[config.mk]
export PLATFORM = sky130hd
export DESIGN_NAME = dual_adc_serial_readout
export DESIGN_NICKNAME = d
export VERILOG_FILES = /design/src/logic/dual_adc_serial_readout.v /design/src/logic/sar_channel.v
export VERILOG_INCLUDE_DIRS = /design/src /design/src/logic
export SDC_FILE = /design/constraint.sdc
export NUM_CORES = 1
export LEC_CHECK = 0
export ABC_CLOCK_PERIOD_IN_PS = 4250
export BUFFER_PORTS_ARGS = -buffer_cell sky130_fd_sc_hd__buf_2
export CORE_UTILIZATION = 30
export DETAILED_ROUTE_END_ITERATION = 8
export GPL_ROUTABILITY_DRIVEN = 0
export HOLD_SLACK_MARGIN = 0.15
export RECOVER_POWER = 25
export SLEW_MARGIN = 30
export SYNTH_ARGS = -nofsm -noshare
export SYNTH_HDL_FRONTEND = slang
export SYNTH_HIERARCHICAL = 1
export SYNTH_SLANG_ARGS = --single-unit
[constraint.sdc]
create_clock -name ref_clk_i -period 4.25 [get_ports ref_clk_i]
set_clock_uncertainty 0.05 [all_clocks]
set_input_delay 0.2125 -clock ref_clk_i [delete_from_list [all_inputs] [get_ports ref_clk_i]]
set_output_delay 0.2125 -clock ref_clk_i [all_outputs]
set_load 0.005 [all_outputs]
[src/logic/adc_readout_regs.vh]
// Constants for the dual converter serial readout: frame slots, code
// widths and reset values. Definitions only; included by bare name.
`ifndef ADC_READOUT_REGS_VH
`define ADC_READOUT_REGS_VH

// Result code layout
`define SAR_BITS        12
`define SAR_MSB_MASK    12'h800
`define SAR_ZERO        12'h000
`define RESULT_MSB      4'hB

// Frame slot counter, one count per serial clock falling edge
`define CNT_W           6
`define CNT_ZERO        6'h00
`define CNT_ONE         6'h01
`define CNT_CHAIN_END   6'h20
`define LEAD_ZEROS      4'h2
`define DATA_LAST       4'hD
`define SLOT_POS_MSB    3
`define SLOT_CHAIN_BIT  4
`define SLOT_OVER_BIT   5

// Synchroniser and control reset values
`define SYNC2_RST       2'h3
`define SYNC1_RST       1'h1
`define SEL_RST         3'h0
`define SYNC_LOW_RST    2'h0

`endif

[src/logic/dual_adc_serial_readout.v]
// Serial readout and conversion sequencing of a dual 12-bit converter.
// Assumes chip select and serial clock come from a host outside the clock
// domain; both are sampled by ref_clk_i, which must run well above SCLK.
`timescale 1ns/1ps
`default_nettype none
`include "adc_readout_regs.vh"

module dual_adc_serial_readout
(
   // Clock and reset
   input  wire                  ref_clk_i,
   input  wire                  rst_n_i,
   // Host serial link
   input  wire                  cs_n_i,
   input  wire                  sclk_i,
   output reg                   dout_a_o,
   output reg                   dout_a_oe_o,
   output reg                   dout_b_o,
   output reg                   dout_b_oe_o,
   // Configuration pins
   input  wire                  range_i,
   input  wire                  input_config_select_i,
   input  wire [2:0]            channel_pair_select_i,
   // Analog front end
   input  wire                  cmp_a_i,
   input  wire                  cmp_b_i,
   output wire [`SAR_BITS-1:0]  trial_a_o,
   output wire [`SAR_BITS-1:0]  trial_b_o,
   output reg                   track_o,
   output reg                   range_double_o,
   output reg                   input_config_o,
   output reg  [2:0]            channel_pair_o
);

   localparam ST_IDLE  = 1'b0;
   localparam ST_FRAME = 1'b1;

   reg                  state;
   reg                  next_state;
   reg [`CNT_W-1:0]     cnt;
   reg [`CNT_W-1:0]     next_cnt;

   // Two-flop synchronisers; only the second stage is read by logic
   reg [1:0]            cs_s;
   reg [1:0]            sclk_s;
   reg                  sclk_d;
   reg                  cs_d;
   reg [1:0]            range_s;
   reg [1:0]            cfg_s;
   reg [2:0]            sel_s1;
   reg [2:0]            sel_s2;
   reg [1:0]            cmp_s1;
   reg [1:0]            cmp_s2;

   wire                 cs_fall;
   wire                 sclk_fall;
   wire                 sar_step;
   wire [1:0]           sar_done;
   wire [2*`SAR_BITS-1:0] code_bus;
   wire [1:0]           cmp_raw;

   assign cmp_raw   = {cmp_b_i, cmp_a_i};
   assign cs_fall   = cs_d & ~cs_s[1];
   assign sclk_fall = sclk_d & ~sclk_s[1];
   assign sar_step  = sclk_fall & (state == ST_FRAME);
   assign trial_a_o = code_bus[`SAR_BITS-1:0];
   assign trial_b_o = code_bus[2*`SAR_BITS-1:`SAR_BITS];

   // Bit shown in a given frame slot: lead zeros, result, then chained result
   function slot_bit;
      input [`CNT_W-1:0]    c;
      input [`SAR_BITS-1:0] own;
      input [`SAR_BITS-1:0] other;
      input                 dbl;
      reg   [3:0]           pos;
      reg   [3:0]           idx;
      reg   [`SAR_BITS-1:0] src;
      begin
         pos      = c[`SLOT_POS_MSB:0];
         src      = c[`SLOT_CHAIN_BIT] ? other : own;
         idx      = `DATA_LAST - pos;
         slot_bit = 1'b0;
         if (!c[`SLOT_OVER_BIT] && (pos >= `LEAD_ZEROS) && (pos <= `DATA_LAST))
         begin
            // Inverting the MSB turns offset binary into twos complement
            slot_bit = src[idx] ^ (dbl & (idx == `RESULT_MSB));
         end
      end
   endfunction

   // Pin synchronisers and edge history
   always @(posedge ref_clk_i or negedge rst_n_i)
   begin
      if (!rst_n_i)
      begin
         cs_s    <= `SYNC2_RST;
         cs_d    <= `SYNC1_RST;
         sclk_s  <= `SYNC2_RST;
         sclk_d  <= `SYNC1_RST;
         range_s <= `SYNC_LOW_RST;
         cfg_s   <= `SYNC_LOW_RST;
         sel_s1  <= `SEL_RST;
         sel_s2  <= `SEL_RST;
         cmp_s1  <= `SYNC_LOW_RST;
         cmp_s2  <= `SYNC_LOW_RST;
      end
      else
      begin
         cs_s    <= {cs_s[0], cs_n_i};
         cs_d    <= cs_s[1];
         sclk_s  <= {sclk_s[0], sclk_i};
         sclk_d  <= sclk_s[1];
         range_s <= {range_s[0], range_i};
         cfg_s   <= {cfg_s[0], input_config_select_i};
         sel_s1  <= channel_pair_select_i;
         sel_s2  <= sel_s1;
         cmp_s1  <= cmp_raw;
         cmp_s2  <= cmp_s1;
      end
   end

   // One converter per channel, both started by the same chip select fall
   genvar g;
   generate
      for (g = 0; g < 2; g = g + 1)
      begin : g_conv
         sar_channel u_sar
         (
            .clk_i   (ref_clk_i),
            .rst_n_i (rst_n_i),
            .start_i (cs_fall),
            .step_i  (sar_step),
            .cmp_i   (cmp_s2[g]),
            .code_o  (code_bus[g*`SAR_BITS +: `SAR_BITS]),
            .done_o  (sar_done[g])
         );
      end
   endgenerate

   // Frame state and slot count; counter stops after the chained frame
   always @*
   begin
      next_state = state;
      next_cnt   = cnt;
      case (state)
         ST_IDLE:
         begin
            if (cs_fall)
            begin
               next_state = ST_FRAME;
               next_cnt   = `CNT_ZERO;
            end
         end
         ST_FRAME:
         begin
            if (cs_s[1])
               next_state = ST_IDLE;      // Early chip select rise ends the frame
            else if (sclk_fall && (cnt != `CNT_CHAIN_END))
               next_cnt = cnt + `CNT_ONE;
         end
         default:
         begin
            next_state = ST_IDLE;
            next_cnt   = `CNT_ZERO;
         end
      endcase
   end

   // Outputs move at frame start or on a falling serial clock edge, and clear when chip select rises
   always @(posedge ref_clk_i or negedge rst_n_i)
   begin
      if (!rst_n_i)
      begin
         state       <= ST_IDLE;
         cnt         <= `CNT_ZERO;
         dout_a_o    <= 1'b0;
         dout_b_o    <= 1'b0;
         dout_a_oe_o <= 1'b0;
         dout_b_oe_o <= 1'b0;
      end
      else
      begin
         state <= next_state;
         cnt   <= next_cnt;
         if (next_state == ST_IDLE)
         begin
            dout_a_oe_o <= 1'b0;
            dout_b_oe_o <= 1'b0;
            dout_a_o    <= 1'b0;
            dout_b_o    <= 1'b0;
         end
         else if (cs_fall || sclk_fall)
         begin
            dout_a_oe_o <= 1'b1;
            dout_b_oe_o <= 1'b1;
            // Both pins shift together, each leading with its own result
            dout_a_o <= slot_bit(next_cnt, trial_a_o, trial_b_o, range_double_o);
            dout_b_o <= slot_bit(next_cnt, trial_b_o, trial_a_o, range_double_o);
         end
      end
   end

   // Range, input config and channel pair are caught at chip select fall
   always @(posedge ref_clk_i or negedge rst_n_i)
   begin
      if (!rst_n_i)
      begin
         range_double_o <= 1'b0;
         input_config_o <= 1'b0;
         channel_pair_o <= `SEL_RST;
      end
      else if (cs_fall)
      begin
         range_double_o <= range_s[1];
         input_config_o <= cfg_s[1];
         channel_pair_o <= sel_s2;
      end
   end

   // Hold from sampling until both converters finish, then track again
   always @(posedge ref_clk_i or negedge rst_n_i)
   begin
      if (!rst_n_i)
         track_o <= 1'b1;
      else if (cs_fall)
         track_o <= 1'b0;
      else
         track_o <= &sar_done;
   end

endmodule

`default_nettype wire

[src/logic/sar_channel.v]
// One successive approximation register for a single converter.
// Assumes a synchronised comparator bit and one-cycle start and step pulses.
`timescale 1ns/1ps
`default_nettype none
`include "adc_readout_regs.vh"

module sar_channel
(
   // Clock and reset
   input  wire                  clk_i,
   input  wire                  rst_n_i,
   // Control
   input  wire                  start_i,
   input  wire                  step_i,
   input  wire                  cmp_i,
   // Trial code to the capacitive DAC, decided bits above the mask
   output reg  [`SAR_BITS-1:0]  code_o,
   output wire                  done_o
);

   reg [`SAR_BITS-1:0] mask;

   // Conversion is over once the trial bit has walked past the LSB
   assign done_o = (mask == `SAR_ZERO);

   // Start sets the MSB trial; each step keeps or drops the trial bit
   always @(posedge clk_i or negedge rst_n_i)
   begin
      if (!rst_n_i)
      begin
         mask   <= `SAR_ZERO;
         code_o <= `SAR_ZERO;
      end
      else if (start_i)
      begin
         mask   <= `SAR_MSB_MASK;
         code_o <= `SAR_MSB_MASK;
      end
      else if (step_i && !done_o)
      begin
         // Comparator high means input at or above the trial level
         code_o <= (cmp_i ? code_o : (code_o & ~mask)) | (mask >> 1);
         mask   <= mask >> 1;
      end
   end

endmodule

`default_nettype wire

==> metrics.csv <==
metric,value,unit
synth-seq-area-share,0.5072,
die_h,119.8,um
path_clk_slew,0.06,ns
dr.pass1.iters,4,
track_usage,0.1373,
fin_crit_sh,0.7288,
power.density,395.6,mW/mm2
tightestPinTransition,2.025,ns
worstSetupPathType,register to register,
vdd_drop_max,0.2748,mV
synthFlopType,dfrtp_1,
clock.fmax,322.9,MHz
fin_util,0.3656,
fp-row-count,42,
wire_per_inst,15.79,um
grt_pass1_wl,15240,um
setup_violations,0,
vias_per_cell,5.108,
outcome,"complete, but fails checks",
nNetsFinal,426,
grt_remaining_overflow,0,
relSlewSlack,-0.3503,
maxCapViolations,1,
syn_to_final_growth,17.74,%
io_buffers,44,
synth_warnings,6,
first_global_vias,2886,
num_vias,3019,
worstPathMaxFanout,10,
critical_path.max_stage_delay,0.47,ns
drive_gt1_frac,0.2627,
worstSkewPairLatency,0.34,ns
syn_inst,363,
clkSinkCount,84,
netlist_area,0.004161,mm2
ant_nets,0,
end_kind,register,
synth_edf_count,0,
hold_violations,0,
nFillCells,1336,
violations,"max-capacitance violations, max-slew violations",
drtIter0Drc,275,
syn_nets,379,
clockBufferDepth,2,
die_x,119.8,um
io_pins,45,
slew_violations,85,
yosys.cell_types.count,63,
cts_tree,built,
antenna_found_initial,0,
cts_buffers,9,
start_util,0.3106,
ys_async_sr_fraction,1.000,
grt_max_degree,85,
start_kind,register,
dieArea,0.01435,mm2
critPathSlowestCell,dfrtp_1,
syn_area_per_cell,11.46,um2
totalWireLength,9331,um
fin_tns_setup,0,ns
clock_tree.root_cell,clkbuf_16,
leakage,1.984,nW
remaining_drc_errors,0,
fin_crit,3.097,ns
final_cell_mix,"dfrtp_1 (77), a21oi_1 (47), nand2_1 (38)",
hold_class,register to register,
ys_ff_latch,84,
worstPathArrival,3.30,ns
final_common_cell,dfrtp_1,
htree_levels,3,
rsz0062_at_grt,no,
crit_chain,"inv_1, ha_1, nand4bb_4, o211ai_2, a2bb2oi_2, o22ai_2, a2111oi_4, nand3_1, a2111o_1, o211ai_1",
n_antenna_cell,0,
coreArea,0.01340,mm2
hpwl,6543,um
crit_required,4.45,ns
## stage by stage
stage               cells  worst slack, ns  power (mW)  hold slack, ns  area, um2
finish                591            1.153       1.938          0.2961       4900
global route          591           0.9546       2.018          0.3043       4900
CTS                   591            1.171       1.971          0.2985       4912
detailed placement    565            1.207       1.050          0.2648       4462
global placement      565            1.291       1.045          0.2721       4458
floorplan             363            1.371      0.9888         -0.1331       4161
## power breakdown
part,switching [mW],total (mW),internal (mW)
logic,0.102,0.178,0.0754
registers,0.0285,0.860,0.832
clock network,0.311,0.900,0.590
total,0.441,1.94,1.50
## state kept, by name (all words and copies together), names as in the netlist
| name | flops |
|---|---|
| cmp_s1 | 2 |
| g_conv.u_sar/code_o | 24 |
| cmp_s2 | 2 |
| sel_s1 | 3 |
| range_s | 2 |
| cnt | 6 |
| g_conv.u_sar/mask | 24 |
| sclk_d | 1 |
| cs_s | 2 |
| sclk_s | 2 |
| cs_d | 1 |
| sel_s2 | 3 |
| dout_b_oe_o | 1 |
| dout_b_o | 1 |
| dout_a_o | 1 |
| range_double_o | 1 |
| cfg_s | 2 |
| channel_pair_o | 3 |
| track_o | 1 |
| state | 1 |
| input_config_o | 1 |
## cell families (layout without fill, tap and decap cells)
logic type | count (synthesis) | in the layout | synth area share
AO/OA/AOI/OAI | 117 | 117 | 0.2348
XOR/XNOR | 3 | 3 | 0.006315
adder cells (fa/ha/maj) | 5 | 5 | 0.01503
buffers and inverters | 32 | 84 | 0.05232
flip-flops | 84 | 84 | 0.5072
multiplexers | 11 | 11 | 0.03578
AND/OR/NAND/NOR | 111 | 111 | 0.1485
## cell usage after synthesis, types with 3 or more instances
library cell,n,area share
nand2_1,38,0.034
a21o_1,4,0.0072
o211ai_1,4,0.0072
a311oi_2,20,0.072
o32ai_1,4,0.0084
inv_1,10,0.0090
o22ai_1,3,0.0045
nand2b_1,23,0.035
dfstp_2,7,0.044
nor2_1,11,0.0099
buf_2,5,0.0060
nand4_1,4,0.0060
ha_1,5,0.015
buf_4,4,0.0072
nor3_1,7,0.0084
nor4_1,7,0.011
a21oi_1,47,0.057
o21ai_0,8,0.0096
nand3_1,5,0.0060
mux2_2,7,0.019
buf_6,8,0.022
dfrtp_1,77,0.46
## area by class of cell
class | count | area [um2] | share of cell area
Clock buffer | 10 | 239.0 | 0.04877
Clock inverter | 6 | 111.4 | 0.02273
Inverter | 11 | 46.29 | 0.009448
Multi-Input combinational cell | 247 | 1836 | 0.3746
Sequential cell | 84 | 2111 | 0.4308
Tap cell | 176 | 220.2 | 0.04494
Timing Repair Buffer | 57 | 336.6 | 0.06869
## metal layers
layer | track usage | up-vias | part of all wire
met5 | 0 | - | 0
met4 | 0.04688 | 0 | 0.010
met3 | 0.03089 | 8 | 0.029
met2 | 0.2175 | 48 | 0.49
met1 | 0.1845 | 1509 | 0.47
li1 | - | 1454 | -
## critical path: cells and delay by family (launching register included)
family          cells  cell delay [ns]
flops               1             0.47
compound gates      6             1.76
fa+ha+maj           1             0.24
buf+inv             1             0.20
simple gates        2             0.29
## worst paths after layout
check	startpoint	end	slack [ns]	cells past startpoint
min in group asynchronous	rst_n_i	cfg_s[0]	0.94	2
worst max register to register	cnt[0]	dout_a_o	1.15	10
worst min register to register	cmp_s1[0]	cmp_s2[0]	0.30	0
worst max-delay path	cnt[0]	dout_a_o	1.15	10
max in group asynchronous	rst_n_i	cnt[5]	2.01	2
worst min-delay path	cmp_s1[0]	cmp_s2[0]	0.30	0
## repair_timing
| item | CTS | global route |
|---|---|---|
| hold endpoints to repair | 86 | 0 |
| gates resized for setup | 0 | 0 |
| hold buffers | 10 | 0 |
| setup buffers | 0 | 0 |
Note: power is estimated with default switching activity, not from simulation.
